$ cat src/ptd_regs.svh
// Register offsets, field positions, reset values and timing constants
// for the pulse timing detector. Definitions only; included by bare name.
`ifndef PTD_REGS_SVH
`define PTD_REGS_SVH

// Register offsets
`define PTD_ADDR_SRC 8'h22
`define PTD_ADDR_THS_X 8'h23
`define PTD_ADDR_THS_Y 8'h24
`define PTD_ADDR_THS_Z 8'h25
`define PTD_ADDR_TIME_LIMIT 8'h26
`define PTD_ADDR_LATENCY 8'h27
`define PTD_ADDR_WINDOW 8'h28

// Reset values
`define PTD_RST_THS 7'h00
`define PTD_RST_TIME_LIMIT 8'h00
`define PTD_RST_LATENCY 8'h00
`define PTD_RST_WINDOW 8'h00
`define PTD_RST_SRC 8'h00

// Event source register field positions
`define PTD_SRC_ACTIVE 7
`define PTD_SRC_AX_LSB 4
`define PTD_SRC_DOUBLE 3
`define PTD_SRC_POL_LSB 0

// Threshold: 0.063 g per code over a fixed 8 g range; 4 g cap under low noise
`define PTD_THS_CAP_LN 7'h3F
`define PTD_THS_OFF 7'h00
`define PTD_SIGN_BIT 7

// Base time unit 0.625 ms at a 10 ns clock
`define PTD_BASE_STEP_NS 625000
`define PTD_CLK_NS 10

// Time-limit step exponents (base units = 2**exp), one nibble per data-rate code
`define PTD_NIB_W 4
`define PTD_EXP_F0_NORMAL 32'h33332100
`define PTD_EXP_F0_LOWNOISE 32'h55532100
`define PTD_EXP_F0_HIRES 32'h00000000
`define PTD_EXP_F0_LOWPOWER 32'h66643210
`define PTD_EXP_F1_NORMAL 32'h55554321
`define PTD_EXP_F1_LOWNOISE 32'h77754321
`define PTD_EXP_F1_HIRES 32'h22222221
`define PTD_EXP_F1_LOWPOWER 32'h88754321

// Step count limits
`define PTD_STEP_MAX 8'hFF
`define PTD_STEP_ONE 10'h001
`define PTD_CNT_ZERO 8'h00

`endif

$ cat src/ptd_pkg.sv
// Types shared by the pulse timing detector and its surroundings.
// Assumes acceleration arrives as signed 8-bit codes of 0.063 g.
`default_nettype none
package ptd_pkg;

	// Per-axis acceleration, index 0 = X, 1 = Y, 2 = Z
	typedef struct packed {
		logic [2:0][7:0] axis;
	} ptd_accel_s;

	// Oversampling mode codes
	typedef enum logic [1:0] {
		OS_NORMAL = 2'h0,
		OS_LOWNOISE = 2'h1,
		OS_HIRES = 2'h2,
		OS_LOWPOWER = 2'h3
	} ptd_osmode_e;

	// Loose control bits held in other registers of the device
	typedef struct packed {
		logic [2:0] dataRate;
		ptd_osmode_e osMode;
		logic lowNoise;
		logic pulseLowpassEnable;
		logic singleEnable;
		logic doubleEnable;
	} ptd_mode_s;

	// Detector states, Gray along the usual path
	typedef enum logic [2:0] {
		ST_IDLE = 3'b000,
		ST_FIRST = 3'b001,
		ST_LATENCY = 3'b011,
		ST_WINDOW = 3'b010,
		ST_SECOND = 3'b110,
		ST_RELEASE = 3'b100
	} ptd_state_e;

endpackage : ptd_pkg
`default_nettype wire

$ cat src/ptd_pulse_timing.sv
// Pulse (tap) timing detector: thresholds, time limit, latency, window.
// Assumes accel, mode and register strobes come from logic on clk.
//
// Behaviour
// - Each of X, Y and Z keeps its own 7-bit unsigned start threshold.
// - Threshold codes 1 to 127 are 0.063 g steps on a fixed 8 g scale.
// - With low noise on, the effective threshold never exceeds 4 g.
// - Detection on an axis starts when its magnitude exceeds its threshold.
// - A pulse counts only if it falls back below within the time limit.
// - The longest time limit is 255 steps of the active step size.
// - With the pulse filter on, time-limit steps follow the filtered table.
// - With the pulse filter off, time-limit steps follow the halved table.
// - After a first pulse a latency interval ignores all further pulses.
// - The longest latency is 255 steps of the active latency step.
// - With the pulse filter on, latency steps are twice the time-limit steps.
// - With the pulse filter off, latency steps are the halved table doubled.
// - A second pulse must start inside the window that follows the latency.
// - Reading the event source register clears the event and its interrupt unless a new event arrives in that cycle.
`timescale 1ns/1ps
`default_nettype none
`include "ptd_regs.svh"

module ptd_pulse_timing
	import ptd_pkg::*;
#(
	parameter int BASE_CYCLES = `PTD_BASE_STEP_NS / `PTD_CLK_NS
)
(
	input wire logic clk,
	input wire logic rst,
	input wire ptd_accel_s accel,
	input wire ptd_mode_s mode,
	input wire logic regWrite,
	input wire logic regRead,
	input wire logic [7:0] regAddr,
	input wire logic [7:0] regWrData,
	output logic [7:0] regRdData,
	output logic pulseIrq
);

	// Step exponent for the time limit, from filter, mode and data rate
	function automatic logic [3:0] stepShift(input logic lpf, input ptd_osmode_e os,
		input logic [2:0] odr);
		logic [31:0] tbl;
		tbl = `PTD_EXP_F0_NORMAL;
		unique case (os)
			OS_NORMAL: tbl = lpf ? `PTD_EXP_F1_NORMAL : `PTD_EXP_F0_NORMAL;
			OS_LOWNOISE: tbl = lpf ? `PTD_EXP_F1_LOWNOISE : `PTD_EXP_F0_LOWNOISE;
			OS_HIRES: tbl = lpf ? `PTD_EXP_F1_HIRES : `PTD_EXP_F0_HIRES;
			OS_LOWPOWER: tbl = lpf ? `PTD_EXP_F1_LOWPOWER : `PTD_EXP_F0_LOWPOWER;
		endcase
		return tbl[odr * `PTD_NIB_W +: `PTD_NIB_W];
	endfunction : stepShift

	// Threshold register index for an address, or none
	function automatic logic isThsAddr(input logic [7:0] a);
		return (a == `PTD_ADDR_THS_X) || (a == `PTD_ADDR_THS_Y) || (a == `PTD_ADDR_THS_Z);
	endfunction : isThsAddr

	function automatic logic [1:0] thsIndex(input logic [7:0] a);
		logic [7:0] d;
		d = a - `PTD_ADDR_THS_X;
		return d[1:0];
	endfunction : thsIndex

	logic [6:0] pulseThreshold [3];
	logic [7:0] pulseTimeLimit;
	logic [7:0] pulseLatency;
	logic [7:0] secondPulseWindow;
	logic [7:0] pulseEventSource;
	ptd_state_e state;
	ptd_state_e next_state;
	logic [16:0] baseCnt;
	logic baseTick;
	logic [9:0] preCnt;
	logic [7:0] stepCount;
	logic [9:0] limitLen;
	logic [9:0] stepLen;
	logic [2:0] over;
	logic [2:0] neg;
	logic [2:0] trigAxes;
	logic [2:0] trigPol;
	logic [2:0] next_trigAxes;
	logic [2:0] next_trigPol;
	logic released;
	logic restart;
	logic eventSet;
	logic eventDouble;
	logic srcRead;

	// Per-axis magnitude compare against its own capped threshold
	genvar g;
	generate
		for (g = 0; g < 3; g++)
		begin : gAxis
			logic [7:0] raw;
			logic [7:0] mag;
			logic [6:0] effTh;
			assign raw = accel.axis[g];
			assign neg[g] = raw[`PTD_SIGN_BIT];
			assign mag = neg[g] ? 8'(~raw + 8'h01) : raw;
			assign effTh = (mode.lowNoise && pulseThreshold[g] > `PTD_THS_CAP_LN)
				? `PTD_THS_CAP_LN : pulseThreshold[g];
			assign over[g] = (pulseThreshold[g] != `PTD_THS_OFF)
				&& (mag > {1'b0, effTh});
		end
	endgenerate

	// Step sizes: latency and window steps are twice the time-limit step
	assign limitLen = `PTD_STEP_ONE << stepShift(mode.pulseLowpassEnable, mode.osMode,
		mode.dataRate);
	assign stepLen = (state == ST_LATENCY || state == ST_WINDOW)
		? (limitLen << 1) : limitLen;

	assign released = (over & trigAxes) == 3'h0;
	assign restart = next_state != state;
	assign srcRead = regRead && (regAddr == `PTD_ADDR_SRC);

	// Base 0.625 ms tick divider
	always_ff @(posedge clk)
	begin
		if (rst || baseCnt == 17'(BASE_CYCLES - 1))
			baseCnt <= '0;
		else
			baseCnt <= baseCnt + 17'h00001;
	end

	always_ff @(posedge clk)
	begin
		if (rst)
			baseTick <= 1'b0;
		else
			baseTick <= baseCnt == 17'(BASE_CYCLES - 1);
	end

	// Step prescaler and saturating step counter, restarted per interval
	always_ff @(posedge clk)
	begin
		if (rst || restart)
		begin
			preCnt <= '0;
			stepCount <= `PTD_CNT_ZERO;
		end
		else if (baseTick)
		begin
			if (preCnt == stepLen - 10'h001)
			begin
				preCnt <= '0;
				if (stepCount != `PTD_STEP_MAX)
					stepCount <= stepCount + 8'h01;
			end
			else
				preCnt <= preCnt + 10'h001;
		end
	end

	// Next state and event decision
	always_comb
	begin
		next_state = state;
		next_trigAxes = trigAxes;
		next_trigPol = trigPol;
		eventSet = 1'b0;
		eventDouble = 1'b0;
		unique case (state)
			ST_IDLE:
				if (|over)
				begin
					next_state = ST_FIRST;
					next_trigAxes = over;
					next_trigPol = neg & over;
				end
			ST_FIRST:
				if (stepCount >= pulseTimeLimit)
					next_state = ST_RELEASE;
				else if (released)
				begin
					next_state = ST_LATENCY;
					eventSet = mode.singleEnable;
				end
			ST_LATENCY:
				if (stepCount >= pulseLatency)
				begin
					if (mode.doubleEnable)
						next_state = ST_WINDOW;
					else
						next_state = (|over) ? ST_RELEASE : ST_IDLE;
				end
			ST_WINDOW:
				if (|over)
				begin
					next_state = ST_SECOND;
					next_trigAxes = over;
					next_trigPol = neg & over;
				end
				else if (stepCount >= secondPulseWindow)
					next_state = ST_IDLE;
			ST_SECOND:
				if (stepCount >= pulseTimeLimit)
					next_state = ST_RELEASE;
				else if (released)
				begin
					next_state = ST_IDLE;
					eventSet = 1'b1;
					eventDouble = 1'b1;
				end
			ST_RELEASE:
				if (!(|over))
					next_state = ST_IDLE;
			default:
				next_state = ST_IDLE;
		endcase
	end

	// Detector state
	always_ff @(posedge clk)
	begin
		if (rst)
		begin
			state <= ST_IDLE;
			trigAxes <= 3'h0;
			trigPol <= 3'h0;
		end
		else
		begin
			state <= next_state;
			trigAxes <= next_trigAxes;
			trigPol <= next_trigPol;
		end
	end

	// Event source: frozen once active, cleared on read, a new event wins
	always_ff @(posedge clk)
	begin
		if (rst)
			pulseEventSource <= `PTD_RST_SRC;
		else if (eventSet && (!pulseEventSource[`PTD_SRC_ACTIVE] || srcRead))
		begin
			pulseEventSource <= `PTD_RST_SRC;
			pulseEventSource[`PTD_SRC_ACTIVE] <= 1'b1;
			pulseEventSource[`PTD_SRC_AX_LSB +: 3] <= trigAxes;
			pulseEventSource[`PTD_SRC_DOUBLE] <= eventDouble;
			pulseEventSource[`PTD_SRC_POL_LSB +: 3] <= trigPol;
		end
		else if (srcRead)
			pulseEventSource <= `PTD_RST_SRC;
	end

	// Interrupt mirrors the active flag
	always_ff @(posedge clk)
	begin
		if (rst)
			pulseIrq <= 1'b0;
		else if (eventSet && (!pulseEventSource[`PTD_SRC_ACTIVE] || srcRead))
			pulseIrq <= 1'b1;
		else if (srcRead)
			pulseIrq <= 1'b0;
	end

	// Threshold registers
	always_ff @(posedge clk)
	begin
		if (rst)
		begin
			pulseThreshold[0] <= `PTD_RST_THS;
			pulseThreshold[1] <= `PTD_RST_THS;
			pulseThreshold[2] <= `PTD_RST_THS;
		end
		else if (regWrite && isThsAddr(regAddr))
			pulseThreshold[thsIndex(regAddr)] <= regWrData[6:0];
	end

	// Timing registers
	always_ff @(posedge clk)
	begin
		if (rst)
		begin
			pulseTimeLimit <= `PTD_RST_TIME_LIMIT;
			pulseLatency <= `PTD_RST_LATENCY;
			secondPulseWindow <= `PTD_RST_WINDOW;
		end
		else if (regWrite)
		begin
			if (regAddr == `PTD_ADDR_TIME_LIMIT)
				pulseTimeLimit <= regWrData;
			if (regAddr == `PTD_ADDR_LATENCY)
				pulseLatency <= regWrData;
			if (regAddr == `PTD_ADDR_WINDOW)
				secondPulseWindow <= regWrData;
		end
	end

	// Registered read data; unmapped addresses read zero
	always_ff @(posedge clk)
	begin
		if (rst)
			regRdData <= 8'h00;
		else if (regRead)
		begin
			if (isThsAddr(regAddr))
				regRdData <= {1'b0, pulseThreshold[thsIndex(regAddr)]};
			else if (regAddr == `PTD_ADDR_SRC)
				regRdData <= pulseEventSource;
			else if (regAddr == `PTD_ADDR_TIME_LIMIT)
				regRdData <= pulseTimeLimit;
			else if (regAddr == `PTD_ADDR_LATENCY)
				regRdData <= pulseLatency;
			else if (regAddr == `PTD_ADDR_WINDOW)
				regRdData <= secondPulseWindow;
			else
				regRdData <= 8'h00;
		end
	end

endmodule : ptd_pulse_timing
`default_nettype wire

$ cat config.mk
export PLATFORM = sky130hd
export DESIGN_NAME = ptd_pulse_timing
export DESIGN_NICKNAME = d
export VERILOG_FILES = /design/src/ptd_pkg.sv /design/src/ptd_pulse_timing.sv
export VERILOG_INCLUDE_DIRS = /design/src
export SDC_FILE = /design/constraint.sdc
export NUM_CORES = 1
export LEC_CHECK = 0
export BUFFER_PORTS_ARGS = -buffer_cell sky130_fd_sc_hd__buf_2
export CAP_MARGIN = 20
export CORE_ASPECT_RATIO = 0.5
export CORE_MARGIN = 4
export CORE_UTILIZATION = 35
export DETAILED_ROUTE_END_ITERATION = 10
export PLACE_DENSITY = 0.61
export SLEW_MARGIN = 5
export SYNTH_ARGS = -nofsm -noshare
export SYNTH_HDL_FRONTEND = slang
export SYNTH_SLANG_ARGS = --single-unit
export TNS_END_PERCENT = 20
$ cat constraint.sdc
create_clock -name clk -period 10.3 [get_ports clk]
set_clock_uncertainty 0.2 [all_clocks]
set_input_delay 1.03 -clock clk [delete_from_list [all_inputs] [get_ports clk]]
set_output_delay 1.03 -clock clk [all_outputs]
set_load 0.005 [all_outputs]
==> results.cfg, run 1 <==
[clocking]
hold_buffers = 0
post-cts-setup-buffers = 0
cts_made_buffers = 17
clock_sinks = 113
cts-htree-levels = 4
cts_max_path_buffers = 2
cts_root_buffer = clkbuf_16
cts_resized = 0
cts_tree = yes
clk_latency_ns = 0.42
path_clk_slew_ns = 0.05

[logic_synthesis]
synth_top_area_frac = 0.229
synthAdderAreaFrac = 0.0986
synth-compound-area-share = 0.176
avgSynthCellArea_sq_um = 8.43
synth_seq_cells = 113
synth_edf_count = 28
netlist_instances = 882
synthTopCellsByCount = nand2_1, nor2_1, dfxtp_1
synth_xor_area_frac = 0.0448
synth-simple-area-share = 0.254
ys_types = 81
synth_most_common_cell = nand2_1
synthMuxAreaShare = 0.0375
synth-main-ff-cell = dfxtp_1
yosysTopAreaCell = dfxtp_1
synth.area.top_cells = dfxtp_1, edfxtp_1, ha_1
ys_warn_count = 0
ys_seq_area_frac = 0.342
synth_fp_nets = 993
async_flop_share = 0
syn_area_sq_um = 7440
synth_top_family_by_area = simple AND/OR/NAND/NOR gates

[power]
finalPower_mw = 1.28
p_leak_nw = 3.33
power_density_nw_per_um2 = 150
ir_worst_vdd_mv = 0.117

[global_route]
grt_pass1_wl_mm = 32.0
grt_pass1_vias = 6282
grt_max_degree = 57
grt_overflow = 0
grt_usage = 0.164
antenna_found_initial = 0

[setup_path]
crit_top_cell = a221oi_1
arrival_ns = 5.02
path_buf_inv = 1
critPathMaxFanout = 12
crit_path_start = accel[17]
critPathMaxStageDelay_ns = 0.71
cp_cell_sequence = buf_2, or3_1, o31ai_1, xnor2_1, ha_1, and4_1, a221oi_1, o21ai_1, nor3_2, or2b_2, a221oi_1, or4b_1, a21o_1, nor2_1
endpoint_kind = flip-flop
r2r_start = pulseThreshold[0][6]$_SDFFCE_PN0P_
criticalPathCategory = in2reg
rr_worst_depth = 12
start_kind = input pin
cp_slowest_cell = or4b_1
path_delay_family = simple AND/OR/NAND/NOR gates
required_ns = 10.45
cp.depth = 14

[finish]
drive_above_1_share = 0.139
fillerInstances = 2036
final_nets = 1036
fin_area_sq_um = 8560
diodes = 0
area_delta_synth_final_pct = 15.1
final_util = 0.414

[sta]
drv_slew = 0
worstMarginPinSlew_ns = 0.869
tns_ns = 0
fin_crit_ns = 4.86
fin_crit_sh = 0.472
final-setup-viol-count = 0
max_freq_mhz = 206
holdWs_ns = 0.258
slew_headroom = 0.416
rsz0062_at_grt = false
hold_viol_final = 0

[drt]
drtPass1Iterations = 6
remaining_drc_errors = 0
final_antenna_net_count = 0
wl_mm = 19.2
viasPerCell = 5.43
vias = 6575
routedWlPerCell_um = 15.9
drt_iter0_drc = 442

[floorplan]
initial_core_util = 0.359
die_x_um = 214
die_area_sq_um = 23800
core_sq_um = 20700
ios = 62
rows = 37
dieHeight_um = 111

[hold_path]
hold_start = baseCnt[0]$_SDFF_PP0_
min_path_cells = 1
hold_path.class = reg2reg

[place]
port_buffers = 61
dp_hpwl_mm = 14.2
placed_cell_area_sq_um = 7940
gp_congestion = 0.847

[status]
status = finished, final reports clean

[job]
cap_viol_max_count = 0
==> cell usage in the layout (no fill, tap or decap), types with 14 or more instances in the layout <==
master | netlist | layout
a21oi_1 | 58 | 58
a221oi_1 | 14 | 14
and3_1 | 32 | 32
buf_2 | 6 | 61
clkbuf_16 | 0 | 18
dfxtp_1 | 85 | 85
edfxtp_1 | 28 | 28
ha_1 | 57 | 57
inv_1 | 45 | 45
nand2_1 | 100 | 100
nand3_1 | 48 | 48
nor2_1 | 92 | 92
o21ai_0 | 27 | 27
or3_1 | 17 | 17
xnor2_1 | 24 | 24
xor2_1 | 14 | 14
==> registers in the layout, summed over array words and instances (netlist names) <==
name	flops
preCnt	10
baseCnt	17
pulseEventSource	8
regRdData	8
trigAxes	3
pulseThreshold	28
pulseLatency	8
pulseTimeLimit	8
stepCount	8
state	3
secondPulseWindow	8
trigPol	3
baseTick	1
==> power by group <==
part	switching, mW	internal, mW	leakage [nW]
clock	0.219	0.397	0.300
sequential	0.0142	0.466	0.949
combinational	0.110	0.0738	2.09
total	0.343	0.937	3.33
==> area by class of cell <==
cell class | count | area (sq um) | share of cell area
Timing Repair Buffer | 64 | 328 | 0.0383
Multi-Input combinational cell | 682 | 4550 | 0.531
Inverter | 47 | 176 | 0.0206
Sequential cell | 113 | 2540 | 0.297
Clock buffer | 18 | 450 | 0.0526
Clock inverter | 14 | 175 | 0.0205
Tap cell | 273 | 342 | 0.0399
==> layer usage <==
layer	vias to the layer above	wire (um)	global-route usage
met5	-	0	0
met1	3155	8930	0.208
li1	3294	-	-
met4	0	179	0.0440
met2	107	9380	0.284
met3	19	709	0.0375
==> worst paths after layout <==
kind / to / slack (ns)
worst max-delay path: preCnt[8]$_SDFFE_PP0P_ / 5.44
worst min-delay path: baseCnt[0]$_SDFF_PP0_ / 0.26
worst max register to register: preCnt[8]$_SDFFE_PP0P_ / 6.05
worst min register to register: baseCnt[0]$_SDFF_PP0_ / 0.26
==> stage by stage <==
stage          worst slack, ns  std cells
2_1_floorplan             5.83        882
3_3_place_gp              5.16       1179
3_5_place_dp              5.02       1179
4_1_cts                   5.45       1211
5_1_grt                   5.09       1211
6_report                  5.44       1211
==> cells by family after synthesis <==
logic type                 after synthesis
and+or+nand+nor                        377
muxes                                   19
DFF                                    113
xor gates and xnor gates                38
AOI/OAI and AO/OA                      190
buffers and inverters                   87
adders and majority gates               58
Power figures use the tool's default switching activity.
==> inputs of run 2 (changes only) <==
- clock period: 10.3 -> 4.6 ns (I/O delays scaled with it)
==> run 2 against run 1 <==
Compared with the run above:
- largest cell class unchanged
- sequential share of layout area is 0.16 points lower
- wire length is 1.1% higher
- sequential cell count stayed put
- largest power group unchanged
==> results.cfg, run 2 (synthesis results as in run 1) <==
[clocking]
cts_tree = yes
path_clk_slew_ns = 0.05
cts_root_buffer = clkbuf_16
cts-htree-levels = 4
cts_max_path_buffers = 2
clock_sinks = 113
clk_latency_ns = 0.41
post-cts-setup-buffers = 0
cts_made_buffers = 17
hold_buffers = 0
cts_resized = 0

[setup_path]
path_delay_family = simple AND/OR/NAND/NOR gates
r2r_start = pulseThreshold[0][6]$_SDFFCE_PN0P_
arrival_ns = 4.27
cp_cell_sequence = buf_2, or3_1, o31ai_1, xnor2_1, ha_1, nand3_1, a21oi_1, a2111oi_0, o22ai_1, nor3_2, or2b_2, a221oi_1, or4b_1, a21o_1, nor2_1
path_buf_inv = 1
critPathMaxFanout = 7
critPathMaxStageDelay_ns = 0.58
criticalPathCategory = in2reg
endpoint_kind = flip-flop
start_kind = input pin
required_ns = 4.74
crit_path_start = accel[3]
cp_slowest_cell = or4b_1

[job]
cap_viol_max_count = 0

[floorplan]
die_x_um = 214
rows = 37
initial_core_util = 0.359
die_area_sq_um = 23800
ios = 62
core_sq_um = 20700
dieHeight_um = 111

[global_route]
grt_overflow = 0
grt_usage = 0.165
grt_pass1_vias = 6402
antenna_found_initial = 0
grt_max_degree = 35
grt_pass1_wl_mm = 32.5

[sta]
slew_headroom = 0.411
drv_slew = 0
fin_crit_ns = 4.13
final-setup-viol-count = 0
rsz0062_at_grt = false
tns_ns = 0
fin_crit_sh = 0.897
max_freq_mhz = 242
worstMarginPinSlew_ns = 0.876
holdWs_ns = 0.136
layout_setup_ws_ns = 0.472
hold_viol_final = 0

[drt]
final_antenna_net_count = 0
drt_iter0_drc = 459
viasPerCell = 5.42
vias = 6598
remaining_drc_errors = 0
drtPass1Iterations = 5
routedWlPerCell_um = 15.9
wl_mm = 19.4

[hold_path]
hold_path.class = in2reg
hold_start = regWrData[7]

[finish]
regMostFlops = pulseThreshold
diodes = 0
fillerInstances = 2044
final_nets = 1043
largest_register_ffs = 28
multi_input_area_sq_um = 4550
final_common_cell = nand2_1
drive_above_1_share = 0.143
final_cell_mix = nand2_1, nor2_1, dfxtp_1, buf_2, a21oi_1
regArea_sq_um = 2540
fin_area_sq_um = 8610
area_delta_synth_final_pct = 15.7
reg.largest.list = pulseThreshold: 28 flops, baseCnt: 17 flops, preCnt: 10 flops

[place]
placed_cell_area_sq_um = 7990
gp_congestion = 0.867
port_buffers = 61
dp_hpwl_mm = 14.3
dpl_worst_slack_ns = 0.137

[power]
internal_power_mw = 2.12
p_leak_nw = 3.35
comb_power_share = 0.148
power.switching_mw = 0.763
finalPower_mw = 2.89
power_density_nw_per_um2 = 335
ir_worst_vdd_mv = 0.251
switching_share = 0.264
pwr-share-seq = 0.372
clock_power_share = 0.480

[status]
status = finished, final reports clean
==> run 2: cell types whose count changed in the layout (fill, tap and decap cells not counted), sizes merged <==
cell,previous run,this run
buf,64,71
bufinv,3,4
clkbuf,18,19
clkinv,5,4
clkinvlp,2,5
inv,51,47
==> run 2: worst register-to-register path: cells and delay by family (launching register included) <==
kind	cells	cell delay [ns]
compound gates	5	1.24
fa+ha+maj	1	0.29
flops	1	0.40
simple gates	6	1.86
==> run 2: final timing paths <==
path / endpoint / slack (ns) / depth (start not counted)
setup / recovery: preCnt[3]$_SDFFE_PP0P_ / 0.47 / 15
hold / removal: pulseLatency[7]$_SDFFE_PP0P_ / 0.14 / 3
setup reg to reg: preCnt[3]$_SDFFE_PP0P_ / 0.52 / 12
hold reg to reg: pulseEventSource[0]$_SDFFE_PP0P_ / 0.27 / 2
==> run 2: routing by layer <==
| layer | up-vias | track usage | wire length, um |
|---|---|---|---|
| met5 | - | 0 | 0 |
| met4 | 0 | 0.0531 | 276 |
| met3 | 22 | 0.0345 | 791 |
| met2 | 121 | 0.276 | 9360 |
| met1 | 3153 | 0.215 | 8980 |
| li1 | 3302 | - | - |
==> run 2: area by class of cell <==
cell class | instances | share of cell area
inverters | 47 | 0.0205
multi-input cells | 682 | 0.528
well taps | 273 | 0.0397
clock buffers | 19 | 0.0503
flip-flops and latches | 113 | 0.295
repair buffers | 71 | 0.0442
clock inverters | 13 | 0.0218
==> run 2: through the flow <==
stage / utilization / instances
floorplan: - / 882
global placement: 0.386 / 1186
detailed placement: 0.386 / 1186
CTS: 0.416 / 1218
global route: 0.416 / 1218
finish: 0.416 / 1218
==> run 2: power groups by stage <==
stage | Clock [mW] | Combinational [mW] | Sequential, mW
final | 1.39 | 0.427 | 1.08
after global routing | 1.46 | 0.477 | 1.08
after CTS | 1.41 | 0.426 | 1.07
after detailed placement | 0 | 0.422 | 1.10
after global placement | 0 | 0.414 | 1.10
after floorplan | 0 | 0.309 | 1.08
==> inputs of run 3 (changes only) <==
- CORE_UTILIZATION: 35 -> 37
- PLACE_DENSITY: 0.61 -> not set
==> run 3 against run 2 <==
Compared with the run above:
- first-iteration DRC count shrank 8.7%
- combinational power rose by 1%
- sequential cell count unchanged
- via count barely moved
- core utilization increased by 2.5 points
- wire length down 2.3%
- sequential power barely moved
- non-clock buffer count stayed put
- worst hold slack gained 0.0011 ns
- design area rose by 0.42%
- final cell count decreased by 0.57%
- register-to-register slack gained 0.06 ns
- critical endpoint is now preCnt[6]$_SDFFE_PP0P_
==> results.cfg, run 3 (synthesis results as in run 1) <==
[global_route]
grt_max_degree = 37
grt_overflow = 0
grt_usage = 0.170
antenna_found_initial = 0
grt_pass1_wl_mm = 31.5
grt_pass1_vias = 6232

[sta]
slew_headroom = 0.418
drv_slew = 0
max_freq_mhz = 242
tns_ns = 0
fin_crit_ns = 4.14
hold_viol_final = 0
layout_setup_ws_ns = 0.459
final-setup-viol-count = 0
fin_crit_sh = 0.900
rsz0062_at_grt = false
worstMarginPinSlew_ns = 0.866

[hold_path]
hold_path.class = in2reg
hold_start = regWrData[7]

[finish]
reg.largest.list = pulseThreshold: 28 flops, baseCnt: 17 flops, preCnt: 10 flops
final_nets = 1043
drive_above_1_share = 0.143
regMostFlops = pulseThreshold
area_delta_synth_final_pct = 16.2
final_common_cell = nand2_1
largest_register_ffs = 28
final_cell_mix = nand2_1, nor2_1, dfxtp_1, buf_2, a21oi_1
diodes = 0

[drt]
remaining_drc_errors = 0
routedWlPerCell_um = 15.7
final_antenna_net_count = 0
wl_mm = 19.0
vias = 6600
drt_iter0_drc = 419
viasPerCell = 5.45
drtPass1Iterations = 5

[clocking]
cts_resized = 0
cts_made_buffers = 17
path_clk_slew_ns = 0.05
clock_sinks = 113
cts_tree = yes
cts_root_buffer = clkbuf_16
hold_buffers = 0
clk_latency_ns = 0.42
post-cts-setup-buffers = 0
cts_max_path_buffers = 2
cts-htree-levels = 4

[floorplan]
initial_core_util = 0.380
ios = 62
die_x_um = 209
core_sq_um = 19600
rows = 36
die_area_sq_um = 22600
dieHeight_um = 108

[setup_path]
crit_top_cell = a221oi_1
required_ns = 4.75
path_buf_inv = 1
endpoint_kind = flip-flop
r2r_start = pulseThreshold[0][6]$_SDFFCE_PN0P_
critPathMaxFanout = 7
start_kind = input pin
cp_slowest_cell = or4b_1
critPathMaxStageDelay_ns = 0.56
crit_path_start = accel[11]
path_delay_family = simple AND/OR/NAND/NOR gates
cp_cell_sequence = buf_2, or3_1, o31ai_1, xnor2_1, ha_1, and4_1, a221oi_1, o211ai_1, nor3_2, a221o_1, a221oi_1, or4b_1, a21o_1, nor2_1
arrival_ns = 4.29
criticalPathCategory = in2reg

[place]
port_buffers = 61
gp_congestion = 0.875
dp_hpwl_mm = 14.0
dpl_worst_slack_ns = 0.118

[status]
status = finished, final reports clean

[job]
cap_viol_max_count = 0

[power]
finalPower_mw = 2.98
ir_worst_vdd_mv = 0.197
power_density_nw_per_um2 = 344
p_leak_nw = 3.39
[run 3: changes by cell type in the layout (fill, tap and decap cells not counted), moves of 2 or more]
cell	change
clkinv_4	-2
clkinvlp_4	-4
clkinv_2	+2
clkbuf_8	+2
[run 3: final timing paths]
path                                  end  slack [ns]  depth (start not counted)
max                preCnt[6]$_SDFFE_PP0P_        0.46                         14
min          pulseLatency[7]$_SDFFE_PP0P_        0.14                          3
max reg2reg        preCnt[6]$_SDFFE_PP0P_        0.58                         12
min reg2reg         baseCnt[0]$_SDFF_PP0_        0.25                          1
[run 3: layout make-up]
class	count	area [sq um]
fillers	1929	10900
multi-input cells	682	4550
flip-flops and latches	113	2540
clock buffers	23	489
repair buffers	71	380
well taps	266	333
clock inverters	9	176
inverters	47	176
[run 3: metrics by stage]
step | utilization | hold slack [ns] | area [sq um] | cells
after floorplan | - | 0.230 | 7440 | 882
after global placement | 0.407 | 0.243 | 7980 | 1179
after detailed placement | 0.407 | 0.246 | 7980 | 1179
after CTS | 0.441 | 0.118 | 8640 | 1211
after global routing | 0.441 | 0.133 | 8640 | 1211
final | 0.441 | 0.137 | 8640 | 1211
[run 3: report_power, final]
| part | internal [mW] | switching, mW | leakage (nW) |
|---|---|---|---|
| clock network | 1.02 | 0.446 | 0.322 |
| registers | 1.04 | 0.0324 | 0.949 |
| logic | 0.179 | 0.253 | 2.12 |
| total | 2.24 | 0.732 | 3.39 |
[run 3: layer usage]
metal	part of all wire	up-vias	global-route usage
met3	0.043	33	0.0339
met2	0.47	142	0.285
met5	0	-	0
met1	0.47	3111	0.223
li1	-	3314	-
met4	0.021	0	0.0581
[run 3: worst register-to-register path, delay by kind of cell (launching register included)]
| kind | cells | cell delay (ns) |
|---|---|---|
| AOI/OAI and AO/OA | 6 | 1.42 |
| adders and majority gates | 1 | 0.30 |
| and+or+nand+nor | 5 | 1.60 |
| DFF | 1 | 0.42 |
